[config.mk]
export PLATFORM = sky130hd
export DESIGN_NAME = fpdc_regs
export DESIGN_NICKNAME = d
export VERILOG_FILES = /design/src/pkg/fpdc_pkg.sv /design/src/fpdc_regs.sv
export SDC_FILE = /design/constraint.sdc
export NUM_CORES = 1
export LEC_CHECK = 0
export BUFFER_PORTS_ARGS = -buffer_cell sky130_fd_sc_hd__buf_4
export CAP_MARGIN = 10
export CORE_MARGIN = 8
export CORE_UTILIZATION = 40
export CTS_BUF_LIST = sky130_fd_sc_hd__clkbuf_8
export DETAILED_ROUTE_END_ITERATION = 8
export PLACE_DENSITY = 0.7
export SETUP_SLACK_MARGIN = 0.4
export SKIP_LAST_GASP = 1
export SLEW_MARGIN = 0
export SYNTH_ARGS = -nofsm -noshare
export SYNTH_HDL_FRONTEND = slang
export SYNTH_SLANG_ARGS = --single-unit
[constraint.sdc]
create_clock -name clk_sys -period 1.95 [get_ports clk_sys]
set_input_delay 0.195 -clock clk_sys [delete_from_list [all_inputs] [get_ports clk_sys]]
set_output_delay 0.195 -clock clk_sys [all_outputs]
set_load 0.1 [all_outputs]
[src/pkg/fpdc_pkg.sv]
package fpdc_pkg;

  // ---------------------------------------------------------------
  // Register offsets
  // ---------------------------------------------------------------
  localparam logic [7:0] ADDR_ALARM_FILTER = 8'h4B;
  localparam logic [7:0] ADDR_DEVICE_SETUP = 8'h4C;
  localparam logic [7:0] ADDR_IO_SETUP = 8'h4D;

  // ---------------------------------------------------------------
  // Reset values and writable bits
  // ---------------------------------------------------------------
  localparam logic [15:0] RST_ALARM_FILTER = 16'h0780;
  localparam logic [15:0] RST_DEVICE_SETUP = 16'h0000;
  localparam logic [15:0] RST_IO_SETUP = 16'h0000;
  localparam logic [15:0] WMASK_ALARM_FILTER = 16'h7F80;
  localparam logic [15:0] WMASK_DEVICE_SETUP = 16'h7B00;
  localparam logic [15:0] WMASK_IO_SETUP = 16'h7FFD;

  // ---------------------------------------------------------------
  // Field positions
  // ---------------------------------------------------------------
  localparam int FLT_MSB = 14;
  localparam int FLT_LSB = 7;
  localparam int DS_DONE_OWNER = 14;
  localparam int DS_TIMEBASE = 12;
  localparam int DS_WORD_LEN = 11;
  localparam int DS_PWR_MSB = 9;
  localparam int DS_PWR_LSB = 8;
  localparam int IO_FMT_MSB = 14;
  localparam int IO_FMT_LSB = 10;
  localparam int IO_DIR_MSB = 9;
  localparam int IO_DIR_LSB = 5;
  localparam int IO_SRC_MSB = 4;
  localparam int IO_SRC_LSB = 2;
  localparam int IO_SRC0 = 0;

  // ---------------------------------------------------------------
  // Frame word widths
  // ---------------------------------------------------------------
  localparam logic [5:0] WORD_BITS_SHORT = 6'h18;
  localparam logic [5:0] WORD_BITS_LONG = 6'h20;

  // ---------------------------------------------------------------
  // Power states
  // ---------------------------------------------------------------
  typedef enum logic [1:0] {
    PWR_ACTIVE,
    PWR_STANDBY,
    PWR_DOWN_A,
    PWR_DOWN_B
  } fpdc_pwr_t;

  // Summary flags, active high, bit order matches the filter field
  typedef struct packed {
    logic powerRail;
    logic timebase;
    logic logicIntegrity;
    logic overcurrent;
    logic serialChecksum;
    logic serialTimeout;
    logic serialClockCount;
    logic illegalAccess;
  } fpdc_flags_t;

  // Per-pin io settings
  typedef struct packed {
    logic [4:0] formatPwm;
    logic [4:0] directionOut;
    logic [4:0] source;
  } fpdc_io_t;

endpackage

[src/fpdc_regs.sv]
`timescale 1ns/1ns
module fpdc_regs (
  input wire logic clk_sys,
  input wire logic rstn,
  input wire logic [7:0] regAddr,
  input wire logic [15:0] regWrData,
  input wire logic regWrEn,
  input wire logic regRdEn,
  output logic [15:0] regRdData,
  output logic regRdValid,
  input wire fpdc_pkg::fpdc_flags_t flags,
  input wire logic io2AlarmMode,
  output logic alarmOut,
  output logic alarmOe,
  output logic doneOwnerSecond,
  output logic timebaseExternal,
  output logic [5:0] frameWordBits,
  input wire logic [23:0] sampleWord,
  output logic [31:0] frameWord,
  output fpdc_pkg::fpdc_pwr_t powerState,
  output logic convertersEnabled,
  output logic powerDown,
  output fpdc_pkg::fpdc_io_t ioSetup,
  output logic [4:0] ioPulseWidthMode
);

  // ---------------------------------------------------------------
  // Functions
  // ---------------------------------------------------------------
  function automatic logic [15:0] merge_write(input logic [15:0] cur,
                                              input logic [15:0] wr,
                                              input logic [15:0] msk);
    merge_write = (cur & ~msk) | (wr & msk);
  endfunction

  function automatic logic [31:0] pad_word(input logic [23:0] w,
                                           input logic longWord);
    pad_word = longWord ? {w, 8'h00} : {8'h00, w};
  endfunction

  // ---------------------------------------------------------------
  // Registers
  // ---------------------------------------------------------------
  logic [15:0] alarmFilter;
  logic [15:0] deviceSetup;
  logic [15:0] ioSetupReg;

  wire hitFilter = regAddr == fpdc_pkg::ADDR_ALARM_FILTER;
  wire hitSetup = regAddr == fpdc_pkg::ADDR_DEVICE_SETUP;
  wire hitIo = regAddr == fpdc_pkg::ADDR_IO_SETUP;

  // Only writable bits ever change; the rest hold their reset zero
  wire [15:0] next_alarmFilter =
    merge_write(alarmFilter, regWrData, fpdc_pkg::WMASK_ALARM_FILTER);
  wire [15:0] next_deviceSetup =
    merge_write(deviceSetup, regWrData, fpdc_pkg::WMASK_DEVICE_SETUP);
  wire [15:0] next_ioSetup =
    merge_write(ioSetupReg, regWrData, fpdc_pkg::WMASK_IO_SETUP);

  always_ff @(posedge clk_sys) begin
    if (!rstn) begin
      alarmFilter <= fpdc_pkg::RST_ALARM_FILTER;
      deviceSetup <= fpdc_pkg::RST_DEVICE_SETUP;
      ioSetupReg <= fpdc_pkg::RST_IO_SETUP;
    end else if (regWrEn) begin
      if (hitFilter) begin
        alarmFilter <= next_alarmFilter;
      end else if (hitSetup) begin
        deviceSetup <= next_deviceSetup;
      end else if (hitIo) begin
        ioSetupReg <= next_ioSetup;
      end
    end
  end

  // ---------------------------------------------------------------
  // Read path
  // ---------------------------------------------------------------
  wire [15:0] rdMux =
    hitFilter ? (alarmFilter & fpdc_pkg::WMASK_ALARM_FILTER) :
    hitSetup ? (deviceSetup & fpdc_pkg::WMASK_DEVICE_SETUP) :
    hitIo ? (ioSetupReg & fpdc_pkg::WMASK_IO_SETUP) :
    16'h0000;

  always_ff @(posedge clk_sys) begin
    if (!rstn) begin
      regRdData <= 16'h0000;
      regRdValid <= 1'b0;
    end else begin
      regRdValid <= regRdEn;
      if (regRdEn) begin
        regRdData <= rdMux;
      end
    end
  end

  // ---------------------------------------------------------------
  // Alarm pin
  // ---------------------------------------------------------------
  wire [7:0] filterMask = alarmFilter[fpdc_pkg::FLT_MSB:fpdc_pkg::FLT_LSB];
  wire [7:0] passFlags = flags & ~filterMask;
  wire next_alarmOut = io2AlarmMode & (|passFlags);

  always_ff @(posedge clk_sys) begin
    if (!rstn) begin
      alarmOut <= 1'b0;
      alarmOe <= 1'b0;
    end else begin
      alarmOut <= next_alarmOut;
      alarmOe <= io2AlarmMode;
    end
  end

  // ---------------------------------------------------------------
  // Device setup decode
  // ---------------------------------------------------------------
  wire longWord = deviceSetup[fpdc_pkg::DS_WORD_LEN];
  wire [1:0] pwrSel = deviceSetup[fpdc_pkg::DS_PWR_MSB:fpdc_pkg::DS_PWR_LSB];

  // Timebase switching is only safe while converters are idle; the host
  // guarantees that and keeps the external clock until switch-over.
  assign doneOwnerSecond = deviceSetup[fpdc_pkg::DS_DONE_OWNER];
  assign timebaseExternal = deviceSetup[fpdc_pkg::DS_TIMEBASE];
  assign frameWordBits = longWord ? fpdc_pkg::WORD_BITS_LONG :
                                    fpdc_pkg::WORD_BITS_SHORT;
  assign powerState = fpdc_pkg::fpdc_pwr_t'(pwrSel);
  assign convertersEnabled = powerState == fpdc_pkg::PWR_ACTIVE;
  assign powerDown = pwrSel[1];

  always_ff @(posedge clk_sys) begin
    if (!rstn) begin
      frameWord <= 32'h00000000;
    end else begin
      frameWord <= pad_word(sampleWord, longWord);
    end
  end

  // ---------------------------------------------------------------
  // Io setup decode
  // ---------------------------------------------------------------
  assign ioSetup.formatPwm = ioSetupReg[fpdc_pkg::IO_FMT_MSB:fpdc_pkg::IO_FMT_LSB];
  assign ioSetup.directionOut = ioSetupReg[fpdc_pkg::IO_DIR_MSB:fpdc_pkg::IO_DIR_LSB];
  assign ioSetup.source = {ioSetupReg[fpdc_pkg::IO_SRC_MSB:fpdc_pkg::IO_SRC_LSB],
                           1'b0, ioSetupReg[fpdc_pkg::IO_SRC0]};
  // Same selection drives input decoding and output generation
  assign ioPulseWidthMode = ioSetup.formatPwm;
endmodule

==> flow_metrics.tcl, run 1 <==
set metrics [dict create \
    rr_startpoint "deviceSetup[11]" \
    met2_usage 0.265 \
    synth_top_family_by_area "simple AND/OR/NAND/NOR gates" \
    path_max_fanout 22 \
    drt_iter0_markers 150 \
    ir_worst_vdd_v 0.000361 \
    clk_latency_ns 0.34 \
    worst_slew_pin_slew_ns 0.524 \
    synth_mux_area_frac 0.161 \
    critPathRequiredTime_ns 1.75 \
    dp_cells 528 \
    holdCritStartpoint "sampleWord[5]" \
    drtPass1Iterations 4 \
    grt_use_met3 0.0418 \
    p_leak_nw 2.06 \
    synth_flop_cell "dfxtp_1" \
    die_area_um2 11000 \
    synthTopCellsByArea "dfxtp_1 (49%), mux2i_1 (14%), nor2b_1 (5.0%)" \
    rows 32 \
    finalNonFillerCells 544 \
    port_buffers 135 \
    sequentialPowerShare 0.473 \
    synth_edf_count 0 \
    synth_seq_area_share 0.489 \
    period_needed_ns 1.47 \
    synth_area_leader_cell "dfxtp_1" \
    grt_pass1_wl_um 13700 \
    cts_buffers 9 \
    share_comb_of_total_power 0.183 \
    vias 2568 \
    rsz0062_at_grt "false" \
    clockPowerShare 0.343 \
    hp-class "in -> reg" \
    intPower_mw 2.40 \
    setup_violations 0 \
    synth.distinct_cells 28 \
    final_area_um2 4360 \
    ys_seq_elements 77 \
    clk_pin_slew_ns 0.08 \
    critPathKind "reg -> out" \
    fp.coreArea_um2 7690 \
    antenna_left 0 \
    drive_above_1_share 0.391 \
    fin_util 0.567 \
    crit_path_top_delay_cell "dfxtp_4" \
    wl_um 8760 \
    viasPerCell 4.72 \
    p_sw_frac 0.300 \
    end_kind "output pin" \
    synth_compound_area_frac 0.0544 \
    nets 498 \
    cts_sinks 77 \
    cp-start-kind "flip-flop" \
    maxCapViolations 0 \
    area_delta_synth_final_pct 38.4 \
    gr-usage-all-layers 0.156 \
    use_met1 0.178 \
    cts_setup_buffers 0 \
    cts_tree "yes" \
    arrival_ns 1.27 \
    die_w_um 105 \
    p_per_area_nw_per_um2 785 \
    antenna_found_initial 0 \
    hpwl_um 6590 \
    cp_cell_sequence "clkinvlp_4 > buf_4" \
    drc 0 \
    n_antenna_cell 0 \
    place_ws_ns 0.374 \
    synth_top_cell_area_share 0.489 \
    hold_viol_final 0 \
    synth-simple-area-share 0.214 \
    wl_per_cell_um 16.1 \
    fin_skew_ns 0.00923 \
    relSlewSlack 0.650 \
    place_area_um2 4160 \
    grt_overflow_total 0 \
    grt_pass1_vias 2640 \
    regArea_um2 1550 \
    multi_input_area_um2 1390 \
    busiest_layer "met2" \
    critPathLaunch "deviceSetup[11]" \
    fmax_mhz 680 \
    synthCells 318 \
    syn_area_um2 3150 \
    synth_fa_ha_area_frac 0 \
    place.gp.congestion 0.756 \
    dieHeight_um 105 \
    period_share 0.754 \
    htree_levels 3 \
    layout_setup_ws_ns 0.480 \
    setup_tns_ns 0 \
    grt_max_degree 87 \
    avgSynthCellArea_um2 9.91 \
    max_stage_delay_ns 0.54 \
    yosysWarnings 0 \
    synth-xor-area-share 0 \
    synth-async-reset-ratio 0 \
    power_switching_mw 1.03 \
    io_pins 144 \
    slew_violations 0 \
    cts-root-buf "clkbuf_8" \
    start_util 0.410 \
    status "completed" \
    cts_buffer_depth 2 \
    nFillCells 723 \
]
-- sequential cells by signal (all words and copies together), names as in the netlist --
name and cells:
regRdValid 1, ioSetupReg 14, alarmOe 1, deviceSetup 6, alarmFilter 8, alarmOut 1, regRdData 14, frameWord 32
-- per-layer routing --
metal	wire, um	vias to the layer above
li1	-	1286
met1	3590	1196
met2	4510	75
met3	483	11
met4	172	0
met5	0	-
-- power by group through the flow --
| stage | clock network (mW) | logic (mW) | registers (mW) |
|---|---|---|---|
| after floorplan | 0 | 0.166 | 1.94 |
| after global placement | 0 | 0.624 | 1.66 |
| after detailed placement | 0 | 0.630 | 1.66 |
| after CTS | 1.20 | 0.631 | 1.62 |
| after global routing | 1.28 | 0.653 | 1.63 |
| final | 1.18 | 0.627 | 1.62 |
-- logic make-up (layout without fill, tap and decap cells) --
| group | after synthesis | in the layout |
|---|---|---|
| AO/OA/AOI/OAI | 27 | 27 |
| buffers and inverters | 46 | 165 |
| flip-flops | 77 | 77 |
| multiplexers | 50 | 50 |
| other | 1 | 6 |
| AND/OR/NAND/NOR | 117 | 117 |
-- layout make-up --
type | count | area share
inverters | 9 | 0.00861
multi-input cells | 200 | 0.318
clock inverters | 6 | 0.0126
well taps | 102 | 0.0293
flip-flops and latches | 77 | 0.356
repair buffers | 140 | 0.244
clock buffers | 10 | 0.0316
-- critical path, delay by kind of cell, from the launching register on --
kind	cells	cell delay, ns
buf+inv	2	0.39
flops	1	0.54
-- metrics by stage --
step | hold slack, ns | total power, mW
3_3_place_gp | 0.410 | 2.28
6_report | 0.0627 | 3.42
4_1_cts | 0.0475 | 3.46
5_1_grt | 0.0507 | 3.56
3_5_place_dp | 0.409 | 2.29
2_1_floorplan | 0.317 | 2.10
-- what timing repair did --
item,4_1_cts,5_1_grt
endpoints found under the setup margin,3,0
gates resized for setup,1,0
hold buffers,0,0
-- cell usage after synthesis, types with 8 or more instances --
| library cell | instances |
|---|---|
| a31oi_1 | 8 |
| and3_1 | 9 |
| nand2_1 | 38 |
| o21ai_0 | 8 |
| nand3_1 | 16 |
| nor2b_1 | 25 |
| clkbuf_1 | 13 |
| dfxtp_1 | 77 |
| mux2i_1 | 44 |
| buf_4 | 17 |
| and2_1 | 10 |
| inv_1 | 9 |
-- path summary, 6_finish.rpt --
kind	end	slack [ns]	depth (start not counted)
worst min register to register	deviceSetup[13]	0.46	2
worst max-delay path	frameWordBits[3]	0.48	2
worst min-delay path	frameWord[5]	0.06	2
worst max register to register	frameWord[12]	0.78	3
-- cell usage in the layout, fill, tap and decap left out --
cell type	synthesis	final
buf_12	0	1
a21boi_0	6	6
bufinv_16	0	1
and3b_1	1	1
dfxtp_4	0	1
nor2b_1	25	25
clkbuf_8	0	10
nand3_1	16	16
clkinvlp_4	0	2
o41a_1	1	1
nand3_4	1	1
dfxtp_1	77	70
and3_1	9	9
conb_1	1	6
a31oi_1	8	8
nand2_1	38	38
o21ai_0	8	8
inv_1	9	10
buf_4	17	139
mux2_2	6	6
nor4b_4	2	2
dfxtp_2	0	6
nor2_4	0	1
nand2b_1	6	6
and2_1	10	10
clkinv_2	0	2
o22ai_1	4	4
mux2i_1	44	44
nand4b_2	1	1
and4b_1	1	1
nand4_1	6	6
Power figures use the tool's default switching activity.
==> run 2: changes to the inputs <==
Clock period 1.95 ns to 1.42 ns, I/O delays scaled along.
==> flow_metrics.tcl, run 2 (synthesis results as in run 1) <==
set metrics [dict create \
    status "completed" \
    cp_cell_sequence "clkinvlp_4 > buf_6" \
    rsz0062_at_grt "true" \
    final_common_cell "buf_4" \
    start_util 0.410 \
    cp-start-kind "flip-flop" \
    nets 531 \
    hold-path-cell-count 2 \
    p_sw_frac 0.303 \
    cts_buffers 9 \
    fp.coreArea_um2 7690 \
    power_switching_mw 1.49 \
    arrival_ns 1.03 \
    antenna_left 0 \
    clk_pin_slew_ns 0.08 \
    hpwl_um 6560 \
    clk_latency_ns 0.34 \
    dieHeight_um 105 \
    period_share 0.828 \
    crit_family "flip-flops" \
    ir_worst_vdd_v 0.000851 \
    final_cell_mix "buf_4 (82), buf_12 (77), dfxtp_2 (56), mux2i_1 (42), nand2_1 (38)" \
    grt_max_degree 59 \
    path_depth 2 \
    p_leak_nw 2.55 \
    fin_util 0.759 \
    cp_num_buf_inv 2 \
    place.gp.congestion 0.734 \
    hold_viol_final 0 \
    p_per_area_nw_per_um2 846 \
    place_ws_ns -0.00430 \
    grt_overflow_total 0 \
    sequentialPowerShare 0.453 \
    io_pins 144 \
    rows 32 \
    crit_path_top_delay_cell "dfxtp_4" \
    rr_worst_depth 4 \
    vias 2787 \
    setup_tns_ns 0 \
    top_register "frameWord" \
    layout_setup_ws_ns 0.245 \
    critPathRequiredTime_ns 1.28 \
    area_delta_synth_final_pct 85.1 \
    nFillCells 485 \
    top_regs "frameWord: 32 flops, ioSetupReg: 14 flops, regRdData: 14 flops" \
    fin_skew_ns 0.00997 \
    drc 0 \
    clockPowerShare 0.335 \
    wl_per_cell_um 18.4 \
    antenna_found_initial 0 \
    gr-usage-all-layers 0.179 \
    htree_levels 3 \
    critPathKind "reg -> out" \
    hp-class "in -> reg" \
    grt_pass1_wl_um 15800 \
    wl_um 10600 \
    period_needed_ns 1.18 \
    slew_violations 0 \
    n_antenna_cell 0 \
    intPower_mw 3.44 \
    port_buffers 135 \
    max_stage_delay_ns 0.40 \
    drtPass1Iterations 4 \
    cts_tree "yes" \
    viasPerCell 4.83 \
    drive_above_1_share 0.596 \
    drt_iter0_markers 74 \
    cts_sinks 77 \
    whs_ns 0.0218 \
    cts_buffer_depth 2 \
    maxCapViolations 0 \
    die_area_um2 11000 \
    end_kind "output pin" \
    cts-root-buf "clkbuf_8" \
    path_max_fanout 4 \
    fmax_mhz 851 \
    die_w_um 105 \
    grt_pass1_vias 2932 \
    share_comb_of_total_power 0.211 \
    setup_violations 0 \
    largest_register_ffs 32 \
]
==> run 2: cell types whose count changed in the layout (fill, tap and decap cells not counted), sizes merged <==
cell / before / now
clkinv: 2 / 3
clkinvlp: 2 / 1
dlygate4sd3: 0 / 4
buf: 140 / 169
==> run 2: metal layers <==
layer | vias to the layer above | wire length, um | track usage
met4 | 0 | 192 | 0.0693
met5 | - | 0 | 0
met2 | 74 | 5810 | 0.329
met3 | 13 | 415 | 0.0350
li1 | 1360 | - | -
met1 | 1340 | 4210 | 0.197
==> run 2: through the flow <==
step / cells / power (mW) / instance area [um2]
2_1_floorplan: 323 / 2.89 / 3390
3_3_place_gp: 534 / 3.14 / 4380
3_5_place_dp: 534 / 3.15 / 4380
4_1_cts: 571 / 4.95 / 5700
5_1_grt: 577 / 5.09 / 5830
6_report: 577 / 4.94 / 5830
==> run 2: power by group through the flow <==
| stage | clock network (mW) | logic (mW) | registers (mW) |
|---|---|---|---|
| final | 1.66 | 1.04 | 2.24 |
| after global routing | 1.77 | 1.08 | 2.24 |
| after CTS | 1.69 | 1.02 | 2.24 |
| after detailed placement | 0 | 0.878 | 2.27 |
| after global placement | 0 | 0.872 | 2.27 |
| after floorplan | 0 | 0.235 | 2.65 |
==> run 2: path summary, 6_finish.rpt <==
| kind | startpoint | to | slack, ns |
|---|---|---|---|
| worst max-delay path | deviceSetup[11] | frameWordBits[3] | 0.24 |
| worst min-delay path | sampleWord[1] | frameWord[1] | 0.02 |
| worst max register to register | deviceSetup[11] | frameWord[6] | 0.29 |
| worst min register to register | alarmFilter[11] | alarmFilter[11] | 0.49 |
==> run 2: what timing repair did <==
action,4_1_cts,5_1_grt
setup buffers,17,6
endpoints found under the hold margin,4,0
pin swaps,3,7
resized for setup,231,26
hold buffers,4,0
endpoints found under the setup margin,121,107
==> run 2: cell type report <==
| cell class | count | area (um2) | share of cell area |
|---|---|---|---|
| Inverter | 9 | 37.5 | 0.00644 |
| Multi-Input combinational cell | 200 | 1480 | 0.254 |
| Timing Repair Buffer | 173 | 2310 | 0.397 |
| Sequential cell | 77 | 1680 | 0.287 |
| Tap cell | 102 | 128 | 0.0219 |
| Clock inverter | 6 | 60.1 | 0.0103 |
| Clock buffer | 10 | 138 | 0.0236 |
